[src/design/fec_pkg.sv]
/*
 * Constants for the feature enhancement control bank: register indices,
 * field positions, reset values and timing.
 * Assumes an 8-bit indexed register port on the system clock.
 */
package fec_pkg;
	localparam logic [7:0] IDX_FEAT_ONE   = 8'he0;
	localparam logic [7:0] IDX_FEAT_TWO   = 8'he1;
	localparam logic [7:0] IDX_FEAT_THREE = 8'he2;
	localparam logic [7:0] IDX_SLOT0_RNG  = 8'h26;
	localparam logic [7:0] IDX_SLOT1_RNG  = 8'h2c;
	localparam logic [7:0] IDX_SLOT0_BASE = 8'h2d;
	localparam logic [7:0] IDX_SLOT1_BASE = 8'h2e;
	localparam logic [7:0] REG_RESET      = 8'h00;
	localparam logic [7:0] TWO_WR_MASK    = 8'h1f;
	localparam logic [7:0] RNG_WR_MASK    = 8'hfb;
	localparam int B_TOP   = 7;
	localparam int B_SIX   = 6;
	localparam int B_FIVE  = 5;
	localparam int B_FOUR  = 4;
	localparam int B_THREE = 3;
	localparam int B_TWO   = 2;
	localparam int B_ONE   = 1;
	localparam int B_ZERO  = 0;
	localparam int MASK_LO = 3;
	localparam logic [2:0] DELAY_FAST_OFF = 3'h7;
	localparam int CLK_PERIOD_NS   = 50;
	localparam int WIDE_SAMPLE_NS  = 55;
	localparam int WIDE_SAMPLE_CYC = (WIDE_SAMPLE_NS + CLK_PERIOD_NS - 1) / CLK_PERIOD_NS;
	localparam logic [1:0] SAMPLE_CNT_LAST = 2'(WIDE_SAMPLE_CYC);
	localparam int PANEL_OFF_DELAY_CYC = 4;
	localparam logic [2:0] PANEL_DELAY_INIT = 3'h0;
endpackage : fec_pkg

[src/design/fec_window_match.sv]
/*
 * One card slot I/O window comparator with 8-byte-granular masking.
 * Assumes address, cycle and window fields are in the system clock domain.
 */
module fec_window_match (
	input  wire logic       clk_sys,
	input  wire logic       reset,
	input  wire logic [7:0] range_reg,
	input  wire logic [7:0] base_reg,
	input  wire logic       window_gate,
	input  wire logic [7:0] io_addr,
	input  wire logic       io_cycle,
	output logic            window_hit
);
	logic [7:0] care_bits;
	logic       hit_now;
	logic       window_on;
	logic       hit_r;

	// Low three address bits never compared: 8-byte minimum window
	assign care_bits = {~range_reg[7:fec_pkg::MASK_LO], 3'h0};
	assign window_on = range_reg[fec_pkg::B_ONE] & window_gate;
	assign hit_now   = io_cycle & window_on &
			(((io_addr ^ base_reg) & care_bits) == 8'h00);

	always_ff @(posedge clk_sys) begin
		if (reset) begin
			hit_r <= 1'b0;
		end else begin
			hit_r <= hit_now;
		end
	end
	assign window_hit = hit_r;
endmodule : fec_window_match

[src/design/fec_bank.sv]
/*
 * Feature enhancement control bank: three feature-enable registers, two
 * slot I/O range registers and window bases, plus the gating they apply.
 * Assumes card, UART, panel and power state signals are synchronous to
 * clk_sys except the card acknowledge and width lines, which are pins.
 */
// The strobed register port was decided locally.
module fec_bank (
	input  wire logic       clk_sys,
	input  wire logic       reset,
	input  wire logic [7:0] reg_addr,
	input  wire logic [7:0] reg_wdata,
	input  wire logic       reg_wr,
	input  wire logic       reg_rd,
	output logic      [7:0] reg_rdata,
	input  wire logic [7:0] io_addr,
	input  wire logic       io_cycle,
	input  wire logic [1:0] card_select,
	input  wire logic [1:0] card_input_ack_pin,
	input  wire logic [1:0] card_wide_io_pin,
	output logic      [1:0] card_buffer_on,
	output logic      [1:0] card_wide_io,
	output logic      [1:0] window_hit,
	output logic      [1:0] global_mask_active,
	input  wire logic       doze_request,
	input  wire logic       sleep_request,
	input  wire logic       rom_select_zero,
	input  wire logic       rom_select_one,
	output logic            cpu_clock_stop,
	output logic            clock_stopped_doze,
	output logic            data_input_gate,
	input  wire logic       uart_rate_clock,
	input  wire logic       pin_three_mode_out,
	input  wire logic       pin_three_mode_oe_n,
	input  wire logic       suspend_or_off,
	output logic            general_pin_three_out,
	output logic            general_pin_three_oe_n,
	input  wire logic       hw_panel_logic_power,
	input  wire logic       hw_panel_signals,
	input  wire logic       hw_panel_bias_power,
	input  wire logic [2:0] panel_power_delay,
	output logic            panel_logic_power_out,
	output logic            panel_logic_power_oe_n,
	output logic            panel_signals_on,
	output logic            panel_bias_power_out,
	output logic            panel_bias_power_oe_n,
	output logic            panel_fast_off,
	output logic            arbiter_reset,
	output logic            suspend_start_delay,
	output logic            lcd_cycle_stretch,
	output logic            narrow_card_support,
	output logic            card_change_extras,
	output logic            attr_memory_extra,
	output logic            presence_report_extra,
	output logic            wide_dram_suspend_fix,
	output logic            narrow_pseudo_sram_fix
);
	logic [7:0] feat_one_r;
	logic [7:0] feat_two_r;
	logic [7:0] feat_three_r;
	logic [7:0] range_r [2];
	logic [7:0] base_r [2];
	logic [7:0] rdata_r;
	logic [7:0] rdata_nxt;
	logic       arb_pulse_r;
	logic [1:0] ack_s1_r;
	logic [1:0] ack_s2_r;
	logic [1:0] wide_s1_r;
	logic [1:0] wide_s2_r;
	logic [1:0] wide_r;
	logic [1:0] sel_d_r;
	logic [1:0] samp_cnt_r [2];
	logic       doze_stop_r;
	logic       rom_busy;
	logic       master_feature_on;
	logic       third_on;
	logic       global_mask_on;
	logic       slow_disk_sampling;
	logic       rom_select_doze_guard;
	logic       manual_seq;
	logic       fast_panel;
	logic       baud_sel;
	logic       doze_want;
	logic       wr_one;
	logic       wr_two;
	logic       wr_three;
	logic [1:0] wr_rng;
	logic [1:0] wr_base;

	assign wr_one   = reg_wr & (reg_addr == fec_pkg::IDX_FEAT_ONE);
	assign wr_two   = reg_wr & (reg_addr == fec_pkg::IDX_FEAT_TWO);
	assign wr_three = reg_wr & (reg_addr == fec_pkg::IDX_FEAT_THREE);
	assign wr_rng   = {reg_wr & (reg_addr == fec_pkg::IDX_SLOT1_RNG),
			reg_wr & (reg_addr == fec_pkg::IDX_SLOT0_RNG)};
	assign wr_base  = {reg_wr & (reg_addr == fec_pkg::IDX_SLOT1_BASE),
			reg_wr & (reg_addr == fec_pkg::IDX_SLOT0_BASE)};

	// Stored values land on the write edge, used from the next cycle
	always_ff @(posedge clk_sys) begin
		if (reset) begin
			feat_one_r   <= fec_pkg::REG_RESET;
			feat_two_r   <= fec_pkg::REG_RESET;
			feat_three_r <= fec_pkg::REG_RESET;
			arb_pulse_r  <= 1'b0;
		end else begin
			if (wr_one)
				feat_one_r <= reg_wdata;
			if (wr_two)
				feat_two_r <= reg_wdata & fec_pkg::TWO_WR_MASK;
			if (wr_three)
				feat_three_r <= reg_wdata;
			arb_pulse_r <= wr_three & reg_wdata[fec_pkg::B_FOUR];
		end
	end

	always_comb begin
		rdata_nxt = 8'h00;
		if (reg_rd) begin
			unique case (reg_addr)
				fec_pkg::IDX_FEAT_ONE:   rdata_nxt = feat_one_r;
				fec_pkg::IDX_FEAT_TWO:   rdata_nxt = feat_two_r;
				fec_pkg::IDX_FEAT_THREE: rdata_nxt = feat_three_r;
				fec_pkg::IDX_SLOT0_RNG:  rdata_nxt = range_r[0];
				fec_pkg::IDX_SLOT1_RNG:  rdata_nxt = range_r[1];
				fec_pkg::IDX_SLOT0_BASE: rdata_nxt = base_r[0];
				fec_pkg::IDX_SLOT1_BASE: rdata_nxt = base_r[1];
				default:                 rdata_nxt = 8'h00;
			endcase
		end
	end

	always_ff @(posedge clk_sys) begin
		if (reset) begin
			rdata_r <= 8'h00;
		end else begin
			rdata_r <= rdata_nxt;
		end
	end
	assign reg_rdata = rdata_r;

	// Master enable gating
	assign master_feature_on     = feat_one_r[fec_pkg::B_TOP];
	assign third_on              = master_feature_on & feat_three_r[fec_pkg::B_TOP];
	assign suspend_start_delay   = master_feature_on & feat_one_r[fec_pkg::B_SIX];
	assign lcd_cycle_stretch     = master_feature_on & feat_one_r[fec_pkg::B_FIVE];
	assign narrow_card_support   = master_feature_on & feat_one_r[fec_pkg::B_FOUR];
	assign card_change_extras    = master_feature_on & feat_one_r[fec_pkg::B_THREE];
	assign attr_memory_extra     = master_feature_on & feat_one_r[fec_pkg::B_TWO];
	assign presence_report_extra = master_feature_on & feat_one_r[fec_pkg::B_ONE];
	assign wide_dram_suspend_fix = master_feature_on & feat_one_r[fec_pkg::B_ZERO];
	assign narrow_pseudo_sram_fix = master_feature_on & feat_two_r[fec_pkg::B_THREE];
	assign rom_select_doze_guard = master_feature_on & feat_two_r[fec_pkg::B_TWO];
	assign slow_disk_sampling    = master_feature_on & feat_two_r[fec_pkg::B_ONE];
	assign global_mask_on        = master_feature_on & feat_two_r[fec_pkg::B_ZERO];
	assign manual_seq            = third_on & feat_three_r[fec_pkg::B_THREE];
	assign fast_panel            = third_on & feat_three_r[fec_pkg::B_SIX];
	assign baud_sel              = third_on & feat_three_r[fec_pkg::B_FIVE];
	assign arbiter_reset         = third_on & arb_pulse_r;

	// Pins cross two flops before use
	always_ff @(posedge clk_sys) begin
		if (reset) begin
			ack_s1_r  <= 2'h0;
			ack_s2_r  <= 2'h0;
			wide_s1_r <= 2'h0;
			wide_s2_r <= 2'h0;
			sel_d_r   <= 2'h0;
		end else begin
			ack_s1_r  <= card_input_ack_pin;
			ack_s2_r  <= ack_s1_r;
			wide_s1_r <= card_wide_io_pin;
			wide_s2_r <= wide_s1_r;
			sel_d_r   <= card_select;
		end
	end

	genvar s;
	generate
		for (s = 0; s < 2; s++) begin : g_slot
			logic ack_gate;
			logic sel_rise;
			assign ack_gate = range_r[s][fec_pkg::B_ZERO];
			assign card_buffer_on[s] = card_select[s] &
					(~ack_gate | ack_s2_r[s]);
			assign global_mask_active[s] = global_mask_on &
					base_r[s][fec_pkg::B_ZERO];
			assign sel_rise = card_select[s] & ~sel_d_r[s];

			always_ff @(posedge clk_sys) begin
				if (reset) begin
					range_r[s] <= fec_pkg::REG_RESET;
					base_r[s]  <= fec_pkg::REG_RESET;
				end else begin
					if (wr_rng[s])
						range_r[s] <= reg_wdata & fec_pkg::RNG_WR_MASK;
					if (wr_base[s])
						base_r[s] <= reg_wdata;
				end
			end

			// Legacy mode samples at select; slow mode waits 55 ns rounded up to 2 clocks (100 ns)
			always_ff @(posedge clk_sys) begin
				if (reset) begin
					samp_cnt_r[s] <= 2'h0;
					wide_r[s]     <= 1'b0;
				end else if (!card_select[s]) begin
					samp_cnt_r[s] <= 2'h0;
				end else if (sel_rise && !slow_disk_sampling) begin
					wide_r[s] <= wide_s2_r[s];
				end else if (slow_disk_sampling &&
						samp_cnt_r[s] != fec_pkg::SAMPLE_CNT_LAST) begin
					samp_cnt_r[s] <= samp_cnt_r[s] + 2'h1;
					if (samp_cnt_r[s] + 2'h1 == fec_pkg::SAMPLE_CNT_LAST)
						wide_r[s] <= wide_s2_r[s];
				end
			end
			assign card_wide_io[s] = wide_r[s];

			fec_window_match u_match (
				.clk_sys     (clk_sys),
				.reset       (reset),
				.range_reg   (range_r[s]),
				.base_reg    (base_r[s]),
				.window_gate (global_mask_on),
				.io_addr     (io_addr),
				.io_cycle    (io_cycle),
				.window_hit  (window_hit[s])
			);

		end
	endgenerate

	// Doze entry waits for both ROM selects idle when guarded
	assign rom_busy  = rom_select_zero | rom_select_one;
	assign doze_want = doze_request | sleep_request;

	always_ff @(posedge clk_sys) begin
		if (reset) begin
			doze_stop_r <= 1'b0;
		end else if (!doze_want) begin
			doze_stop_r <= 1'b0;
		end else if (!(rom_select_doze_guard && rom_busy)) begin
			doze_stop_r <= 1'b1;
		end
	end
	assign cpu_clock_stop     = doze_stop_r;
	assign clock_stopped_doze = doze_stop_r;
	assign data_input_gate    = doze_stop_r & master_feature_on &
			feat_two_r[fec_pkg::B_FOUR];

	// Pin three: suspend float wins over baud override
	assign general_pin_three_out  = baud_sel ? uart_rate_clock : pin_three_mode_out;
	assign general_pin_three_oe_n = suspend_or_off ? 1'b1 :
			(baud_sel ? 1'b0 : pin_three_mode_oe_n);

	// Panel power: manual bits or hardware sequencer
	assign panel_fast_off = fast_panel & ~manual_seq &
			(panel_power_delay == fec_pkg::DELAY_FAST_OFF);
	assign panel_logic_power_out  = 1'b1;
	assign panel_bias_power_out   = 1'b1;
	assign panel_logic_power_oe_n = manual_seq ? ~feat_three_r[fec_pkg::B_TWO] :
			~(hw_panel_logic_power & ~panel_fast_off);
	assign panel_bias_power_oe_n  = manual_seq ? ~feat_three_r[fec_pkg::B_ZERO] :
			~(hw_panel_bias_power & ~panel_fast_off);
	assign panel_signals_on = manual_seq ? feat_three_r[fec_pkg::B_ONE] :
			(hw_panel_signals & ~panel_fast_off);
endmodule : fec_bank

[config.mk]
export PLATFORM = sky130hd
export DESIGN_NAME = fec_bank
export DESIGN_NICKNAME = d
export VERILOG_FILES = /design/src/design/fec_pkg.sv /design/src/design/fec_window_match.sv /design/src/design/fec_bank.sv
export SDC_FILE = /design/constraint.sdc
export NUM_CORES = 1
export LEC_CHECK = 0
export BUFFER_PORTS_ARGS = -buffer_cell sky130_fd_sc_hd__buf_2
export CELL_PAD_IN_SITES_DETAIL_PLACEMENT = 1
export CELL_PAD_IN_SITES_GLOBAL_PLACEMENT = 1
export CORE_MARGIN = 2
export CORE_UTILIZATION = 45
export CTS_CLUSTER_DIAMETER = 30
export DETAILED_ROUTE_END_ITERATION = 6
export PLACE_DENSITY = 0.92
export SLEW_MARGIN = 0
export SYNTH_ARGS = -nofsm -noshare
export SYNTH_HDL_FRONTEND = slang
export SYNTH_SLANG_ARGS = --single-unit
[constraint.sdc]
create_clock -name clk_sys -period 4 [get_ports clk_sys]
set_input_delay 0.2 -clock clk_sys [delete_from_list [all_inputs] [get_ports clk_sys]]
set_output_delay 0.2 -clock clk_sys [all_outputs]
set_load 0.02 [all_outputs]
Word-level counts from Yosys, hierarchy flattened
Memory sizes are Yosys's and may differ from the RTL's.
Index checks and enable logic that the tools add are counted.
{ "word_totals": {"register_bits": 45, "mem_bits_rw": 34, "input_bits": 49, "out_inout_bits": 36, "word_cells": 172, "mem_count": 3} }
{ "classes": {"n_addsub": 2, "eq_ne": 12, "muxes": 51, "bitwise_logic": 73, "reduce_logical": 16} }
{ "mem_list": {"columns": ["memory", "depth", "width", "rd", "rd_ports_with_merged_regs", "wr", "line", "text"], "rows": [
  ["base_r", 2, 8, 2, 0, 2, "fec_bank.sv:62", "logic [7:0] base_r [2];"],
  ["range_r", 2, 7, 2, 0, 2, "fec_bank.sv:61", "logic [7:0] range_r [2];"],
  ["samp_cnt_r", 2, 2, 2, 0, 2, "fec_bank.sv:72", "logic [1:0] samp_cnt_r [2];"]
]} }
{ "ops": {"columns": ["op", "count"], "rows": [
  ["$pmux W8 S7", 1],
  ["$and A1 B1 Y1", 43],
  ["$mux W1", 42],
  ["$eq A8 B6 Y1 const B", 4],
  ["$eq A8 B8 Y1 const B", 3],
  ["$and A8 B8 Y8", 2],
  ["$logic_not A8 Y1", 2],
  ["$mux W8", 2],
  ["$xor A8 B8 Y8", 2],
  ["$mux W7", 2],
  ["$not A1 Y1", 12],
  ["$or A1 B1 Y1", 12],
  ["$not A5 Y5", 2],
  ["$mux W2", 4],
  ["$reduce_bool A2 Y1", 4],
  ["$reduce_and A3 Y1", 2],
  ["$logic_and A1 B1 Y1", 5],
  ["$add A2 B1 Y2 const B", 2],
  ["$eq A2 B2 Y1 const B", 2],
  ["$ne A2 B2 Y1 const B", 2],
  ["$reduce_or A2 Y1", 2],
  ["$eq A3 B3 Y1 const B", 1],
  ["$logic_not A1 Y1", 1]
]} }

Logic depth before layout (Yosys ltp)
Gate-level depths: netlist of the first run.
{ "logic_depth": {"depth_word": 9, "depth_mapped": 7, "depth_no_buf": 6} }

Modules after synthesis
From an unflattened synthesis of the first run, not the netlist that was laid out.
{ "unflattened": {"cells_unflattened": 368, "area_unflattened_um2": 3784.9} }
{ "modules_own_cells": {"columns": ["module", "n_inst", "cells_per_inst", "area_each_um2", "seq_area_each_um2"], "rows": [
  ["fec_bank", 1, 346, 3582.2, 1881.8],
  ["fec_window_match", 2, 11, 101.3, 20.0]
]} }

Worst setup path after synthesis of the first run
No wires, ideal clock.
{ "synth_path": {"kind": "input to register", "from": "input port reg_addr[3]", "to": "memory range_r[1][0] (netlist name), enable pin", "setup_ns": 0.371, "arrival_ns": 1.497, "required_time_ns": 3.629, "slack_ns": 2.132, "path_stages": 5, "path_buffers": 2, "path_cell_list": "buf_6 > nand4bb_4 > buf_6 > or4_4 > o21bai_1"} }
{ "synth_lines": {"columns": ["item", "line", "text"], "rows": [
  ["start: declaration", "fec_bank.sv:11", "input wire logic [7:0] reg_addr,"],
  ["end: declaration", "fec_bank.sv:61", null]
]} }

Worst setup path in the final report of the first run
{ "layout_path": {"from": "register feat_one_r[7]", "to": "output port panel_bias_power_oe_n"} }
{ "layout_via": {"elab_chain_cells": 9, "elab_cells_between_ends": 10, "cone_classes": "1 x mux; 9 x bitwise"} }
{ "layout_lines": {"columns": ["item", "line", "text"], "rows": [
  ["start: declaration", "fec_bank.sv:58", "logic [7:0] feat_one_r;"],
  ["start signal: assignment", "fec_bank.sv:101", "feat_one_r <= fec_pkg::REG_RESET;"],
  ["start signal: assignment", "fec_bank.sv:107", "feat_one_r <= reg_wdata;"],
  ["$and A1 B1 Y1 *", "fec_bank.sv:143", "assign third_on = master_feature_on & feat_three_r[fec_pkg::B_TOP];"],
  ["$and A1 B1 Y1", "fec_bank.sv:155", "assign manual_seq = third_on & feat_three_r[fec_pkg::B_THREE];"],
  ["$not A1 Y1", "fec_bank.sv:257", "assign panel_fast_off = fast_panel & ~manual_seq &"],
  ["$and A1 B1 Y1 (2 in a row)", "fec_bank.sv:257", null],
  ["$not A1 Y1", "fec_bank.sv:264", "~(hw_panel_bias_power & ~panel_fast_off);"],
  ["$and A1 B1 Y1", "fec_bank.sv:264", null],
  ["$not A1 Y1", "fec_bank.sv:264", null],
  ["$mux W1 *", "fec_bank.sv:263", "assign panel_bias_power_oe_n = manual_seq ? ~feat_three_r[fec_pkg::B_ZERO] :"],
  ["end: declaration", "fec_bank.sv:46", "output logic panel_bias_power_oe_n,"]
]} }
Mark *: on every way between the ends. The rest lies on a longest branch, timed or not.

==> results of run 1 <==
==> report_power, final <==
group | switching [mW] | internal (mW) | leakage, nW | total (mW)
Clock | 0.315 | 0.328 | 0.107 | 0.643
Sequential | 0.0136 | 0.863 | 0.694 | 0.876
Combinational | 0.0866 | 0.0549 | 1.13 | 0.141
==> placed cells by master (no fill, tap or decap), types with 3 or more instances in the layout <==
master and n:
buf_2 79, dfxtp_1 45, nor2_1 41, and2_1 34
edfxtp_1 34, mux2i_1 32, nand2_1 14, nor2b_1 13
clkbuf_8 11, xnor2_1 10, inv_1 8, mux2_2 8
nor3_1 7, a21oi_1 7, o22ai_1 6, and3_1 5
o21ai_0 5, o2bb2ai_1 5, nand2b_1 4, a22oi_1 4
ha_1 4, nand3_1 3, a21o_1 3, nand4_1 3
and4b_1 3, o211ai_1 3, a222oi_1 3, nor4_1 3
==> worst max-delay path: stages, from the launching register on <==
cell	delay, ns
dfxtp_1	0.83
nand4_1	0.17
nor3_1	0.38
nor2_1	0.10
a21oi_1	0.13
buf_2	0.18
==> state kept, by name, indices dropped and copies added, names as in the netlist, 4 cells and up <==
register	flops
base_r	16
range_r	14
feat_one_r	8
feat_three_r	8
reg_rdata	8
feat_two_r	5
samp_cnt_r	4
==> layout make-up <==
class,instances,share of cell area (%)
sequential,79,43.0
multi-input combinational,249,39.5
timing repair buffer,80,9.02
clock buffer,11,3.39
tap,105,2.94
clock inverter,5,1.43
inverter,8,0.672
==> cells by family (layout without fill, tap and decap cells) <==
group	after synthesis	in the layout
other	1	2
AND/OR/NAND/NOR	146	146
AO/OA/AOI/OAI	47	47
adder cells (fa/ha/maj)	4	4
flip-flops	79	79
buffers and inverters	29	104
multiplexers	40	40
XOR/XNOR	10	10
==> metrics by stage <==
step                      setup slack [ns]  area [µm²]
after global routing                  1.43        4470
after global placement                1.68        4250
after detailed placement              1.61        4250
final                                 1.65        4470
after CTS                             1.66        4470
after floorplan                       2.13        3840
==> path summary, 6_finish.rpt <==
check,start,end,slack [ns]
hold reg to reg,ack_s1_r[0],ack_s2_r[0],0.44
hold / removal,card_wide_io_pin[0],wide_s1_r[0],0.05
setup reg to reg,feat_one_r[7],samp_cnt_r[0][0],2.23
setup / recovery,feat_one_r[7],panel_bias_power_oe_n,1.65
==> per-layer routing <==
metal	up-vias	part of all wire (%)
met2	152	50
met1	1484	41
met5	-	0
met3	27	6.7
met4	0	2.5
li1	1410	-
==> flow_metrics.env, run 1 <==
export IMPL_status="complete, no violations"
export IMPL_grt_use_met2_pct=43.8
export IMPL_power_total_mw=1.66
export IMPL_fin_worst_skew_ns=0.0129
export IMPL_cts_sinks=79
export IMPL_syn2layout_area_growth_pct=16.5
export IMPL_initial_core_util_pct=46.4
export IMPL_hold_depth=2
export IMPL_antenna_found_initial=0
export IMPL_wl_per_cell_um=20.8
export IMPL_synth_xor_area_share_pct=2.28
export IMPL_cts_buffers=9
export IMPL_yosysMostFrequentCell="dfxtp_1"
export IMPL_drc=0
export IMPL_synth_edff_count=34
export IMPL_synth_cell_types=53
export IMPL_fin_setup_tns_ns=0
export IMPL_cts_hold_buffers=0
export IMPL_rsz0062_at_grt="no"
export IMPL_cp_max_fo=25
export IMPL_cp_arrival_ns=2.15
export IMPL_path_class="flop to output pin"
export IMPL_grt_busiest_layer="met2"
export IMPL_maxCapViolations=0
export IMPL_setup_violations=0
export IMPL_ys_flop_type="dfxtp_1"
export IMPL_end_kind="output pin"
export IMPL_overflow=0
export IMPL_met3_usage_pct=4.54
export IMPL_multiInputGateArea_mm2=0.00176
export IMPL_worst_slew_pin_slew_ns=0.803
export IMPL_synth_compound_area_share_pct=8.58
export IMPL_drive_gt1_share_pct=26.6
export IMPL_synthDominantCellAreaShare_pct=26.6
export IMPL_vias_per_cell=5.72
export IMPL_final_util_pct=54.1
export IMPL_grt_use_total_pct=25.7
export IMPL_n_fill_cell=927
export IMPL_grt_pass1_vias=3217
export IMPL_syn_inst=356
export IMPL_fin_nets=480
export IMPL_routed_wl_um=11100
export IMPL_cts_clk_slew_worst_paths_ns=0.09
export IMPL_place_congestion=0.923
export IMPL_cellPowerDensity_mw_per_mm2=372
export IMPL_fp_dieW_um=96.3
export IMPL_syn_mean_instance_area_um2=10.8
export IMPL_hold_ws_ns=0.0492
export IMPL_via_count=3073
export IMPL_fmax_mhz=426
export IMPL_ir_worst_vdd_mv=0.186
export IMPL_rows=33
export IMPL_die_area_mm2=0.00927
export IMPL_coreArea_mm2=0.00826
export IMPL_port_buffers=79
export IMPL_worstSkewPairLatency_ns=0.36
export IMPL_placedCellCount=521
export IMPL_synthMuxAreaShare_pct=10.7
export IMPL_slew_violations=0
export IMPL_synthAdderAreaFrac_pct=1.31
export IMPL_yosysSeqAreaShare_pct=50.1
export IMPL_htreeDepth=3
export IMPL_cts_max_path_buffers=2
export IMPL_root_buffer="clkbuf_8"
export IMPL_cts_tree="yes"
export IMPL_grt_pass1_wl_um=17400
export IMPL_grt_max_degree=44
export IMPL_io_pins=85
export IMPL_drtIter0Drc=182
export IMPL_final_cells=537
export IMPL_drtPass1Iterations=5
export IMPL_die_h_um=96.3
export IMPL_worstSetupStartpointType="flop"
export IMPL_rr_worst_depth=2
export IMPL_hold_path_class="input port to flop"
export IMPL_seqCellArea_mm2=0.00192
export IMPL_cts_resized=0
export IMPL_dpl_hpwl_um=7900
export IMPL_leakage_nw=1.93
export IMPL_ant_nets=0
export IMPL_synth_top_family_by_area="simple AND/OR/NAND/NOR gates"
export IMPL_hold_viol=0
export IMPL_ys_top_cells_by_area="edfxtp_1, dfxtp_1, mux2i_1"
export IMPL_insertedDiodeCount=0
export IMPL_relSlewSlack_pct=46.4
export IMPL_cts_setup_buffers=0
export IMPL_yosys_top_cells_count="dfxtp_1, nor2_1, and2_1, edfxtp_1, mux2i_1"
export IMPL_synth_simple_area_share_pct=22.9
export IMPL_synth_top_cell_by_area="edfxtp_1"
export IMPL_min_period_over_period_pct=58.7
export IMPL_ys_async_sr_fraction_pct=0
export IMPL_yosys_warnings=0
export IMPL_met1_usage_pct=31.4
export IMPL_finalCriticalPeriod_ns=2.35
export IMPL_synth_area_mm2=0.00383
export IMPL_synth_seq_cells=79
export IMPL_worstPathRequired_ns=3.80
No activity file was read; power rests on OpenSTA's default activity.
==> run 2: changes to the inputs <==
--- a/config.mk
+++ b/config.mk
@@ -9,10 +9,10 @@
 export CELL_PAD_IN_SITES_DETAIL_PLACEMENT = 1
 export CELL_PAD_IN_SITES_GLOBAL_PLACEMENT = 1
 export CORE_MARGIN = 2
-export CORE_UTILIZATION = 45
+export CORE_UTILIZATION = 42
 export CTS_CLUSTER_DIAMETER = 30
 export DETAILED_ROUTE_END_ITERATION = 6
-export PLACE_DENSITY = 0.92
+export PLACE_DENSITY = 0.88
 export SLEW_MARGIN = 0
 export SYNTH_ARGS = -nofsm -noshare
 export SYNTH_HDL_FRONTEND = slang
==> constraint.sdc (replaced) <==
create_clock -name clk_sys -period 2.3 [get_ports clk_sys]
set_input_delay 0.115 -clock clk_sys [delete_from_list [all_inputs] [get_ports clk_sys]]
set_output_delay 0.115 -clock clk_sys [all_outputs]
set_load 0.02 [all_outputs]
==> flow_metrics.env, run 2 (synthesized netlist as in run 1, its figures left out) <==
export IMPL_rr_worst_depth=3
export IMPL_crit_slowest_cell="dfxtp_1"
export IMPL_routed_wl_um=11300
export IMPL_setup_violations=0
export IMPL_fin_worst_skew_ns=0.0127
export IMPL_initial_core_util_pct=43.5
export IMPL_largest_register_ffs=16
export IMPL_root_buffer="clkbuf_8"
export IMPL_grt_pass1_vias=3279
export IMPL_p_clk_share_pct=39.6
export IMPL_cellPowerDensity_mw_per_mm2=638
export IMPL_final_cells=556
export IMPL_place_congestion=0.900
export IMPL_status="complete, no violations"
export IMPL_maxCapViolations=0
export IMPL_leakage_nw=2.03
export IMPL_cts_tree="yes"
export IMPL_worstPathRequired_ns=2.18
export IMPL_die_area_mm2=0.00991
export IMPL_fin_nets=496
export IMPL_fp_dieW_um=99.5
export IMPL_drc=0
export IMPL_drive_gt1_share_pct=28.3
export IMPL_worstSkewPairLatency_ns=0.36
export IMPL_port_buffers=79
export IMPL_via_count=3155
export IMPL_worstReg2RegEnd="samp_cnt_r[0][1]"
export IMPL_placedCellCount=536
export IMPL_drtIter0Drc=224
export IMPL_cts_buffers=9
export IMPL_die_h_um=99.5
export IMPL_path_class="flop to output pin"
export IMPL_coreArea_mm2=0.00881
export IMPL_hold_depth=3
export IMPL_cp_arrival_ns=1.86
export IMPL_cp_max_fo=12
export IMPL_hold_path_class="input port to flop"
export IMPL_relSlewSlack_pct=48.8
export IMPL_rsz0062_at_grt="no"
export IMPL_drtPass1Iterations=4
export IMPL_ant_nets=0
export IMPL_min_period_over_period_pct=86.0
export IMPL_grt_pass1_wl_um=17700
export IMPL_fmax_mhz=506
export IMPL_grt_max_degree=43
export IMPL_overflow=0
export IMPL_pwr_share_comb_pct=8.7
export IMPL_antenna_found_initial=0
export IMPL_slew_violations=0
export IMPL_grt_use_total_pct=23.5
export IMPL_hp_start="doze_request"
export IMPL_wl_per_cell_um=20.3
export IMPL_vias_per_cell=5.67
export IMPL_dpl_hpwl_um=8130
export IMPL_switching_share_pct=24.4
export IMPL_intPower_mw=2.23
export IMPL_seqPwrFrac_pct=51.7
export IMPL_hold_viol=0
export IMPL_worst_slew_pin_slew_ns=0.769
export IMPL_cts_max_path_buffers=2
export IMPL_reg_top3="base_r (16), range_r (14)"
export IMPL_layout_commonest_cell="buf_2"
export IMPL_fin_setup_tns_ns=0
export IMPL_worstPathCellList="nand4_1 > nor3_1 > nor2_1 > a21oi_1 > buf_2"
export IMPL_r2r_slack_ns=0.76
export IMPL_finalCriticalPeriod_ns=1.98
export IMPL_mostFrequentLayoutCells="buf_2, dfxtp_1, nor2_1"
export IMPL_hold_end="clock_stopped_doze"
export IMPL_ir_worst_vdd_mv=0.284
export IMPL_worstReg2RegStart="feat_one_r[7]"
export IMPL_worstSetupStartpointType="flop"
export IMPL_io_pins=85
export IMPL_cts_clk_slew_worst_paths_ns=0.09
export IMPL_cts_setup_buffers=0
export IMPL_rows=34
export IMPL_cts_sinks=79
export IMPL_slowest_delay_ns=0.54
export IMPL_p_sw_mw=0.719
export IMPL_worst_path_buf_inv=1
export IMPL_syn2layout_area_growth_pct=20.6
export IMPL_end_kind="output pin"
export IMPL_crit_family="simple AND/OR/NAND/NOR gates"
export IMPL_htreeDepth=3
export IMPL_insertedDiodeCount=0
export IMPL_top_register="base_r"
==> run 2: cell types whose count changed in the layout (fill, tap and decap cells not counted) <==
| cell | previous run | this run |
|---|---|---|
| clkbuf_16 | 0 | 3 |
| buf_4 | 1 | 13 |
| inv_6 | 2 | 1 |
| clkinvlp_4 | 1 | 0 |
| dlygate4sd3_1 | 0 | 4 |
| clkbuf_8 | 11 | 10 |
| bufinv_16 | 1 | 0 |
| clkinv_4 | 1 | 2 |
==> run 2: per-stage QoR <==
step	setup WS, ns	utilization (%)	hold WS [ns]	power [mW]	cell area [µm²]
2_1_floorplan	0.517	-	0.206	1.70	3840
3_3_place_gp	0.431	49.3	0.326	1.79	4340
3_5_place_dp	0.345	49.3	0.332	1.80	4340
4_1_cts	0.301	52.5	0.0184	2.96	4620
5_1_grt	0.157	52.5	0.0341	3.04	4620
6_report	0.323	52.5	0.0167	2.95	4620
==> run 2: worst register-to-register path, stage by stage, from the launching register on <==
cell	delay [ns]
dfxtp_1	0.54
buf_4	0.26
nand2_1	0.12
o21ai_0	0.30
==> run 2: cell type report <==
cell class | count | area [µm²]
clock buffer | 13 | 213
clock inverter | 3 | 26.3
fill | 991 | 4180
inverter | 8 | 30.0
multi-input combinational | 249 | 1760
sequential | 79 | 1920
tap | 108 | 135
timing repair buffer | 96 | 533
==> run 2: worst max-delay path by stage <==
| stage | startpoint | to | depth (start not counted) |
|---|---|---|---|
| after global placement | reg_addr[4] | range_r[1][6] | 5 |
| final | feat_one_r[7] | panel_logic_power_oe_n | 5 |
| after CTS | feat_one_r[7] | panel_logic_power_oe_n | 5 |
| after global routing | feat_one_r[7] | panel_bias_power_oe_n | 5 |
| after floorplan | reg_addr[3] | range_r[1][0] | 5 |
| after detailed placement | reg_addr[4] | range_r[1][1] | 5 |
==> run 2: metal layers <==
metal  share of wire, %  track usage, %
met5                  0               0
met1                 39            27.6
met4                2.6            8.01
met3                7.0            5.83
met2                 51            41.8
==> run 2: what timing repair did <==
action                                 4_1_cts  5_1_grt
endpoints found under the hold margin        4        0
resized for setup                            0        0
hold buffers                                 4        0
==> run 2: power groups by stage <==
stage	Sequential [mW]	Combinational, mW	Clock [mW]
final	1.53	0.257	1.17
after global routing	1.53	0.276	1.24
after CTS	1.53	0.255	1.18
after detailed placement	1.56	0.248	0
after global placement	1.55	0.238	0
after floorplan	1.55	0.146	0
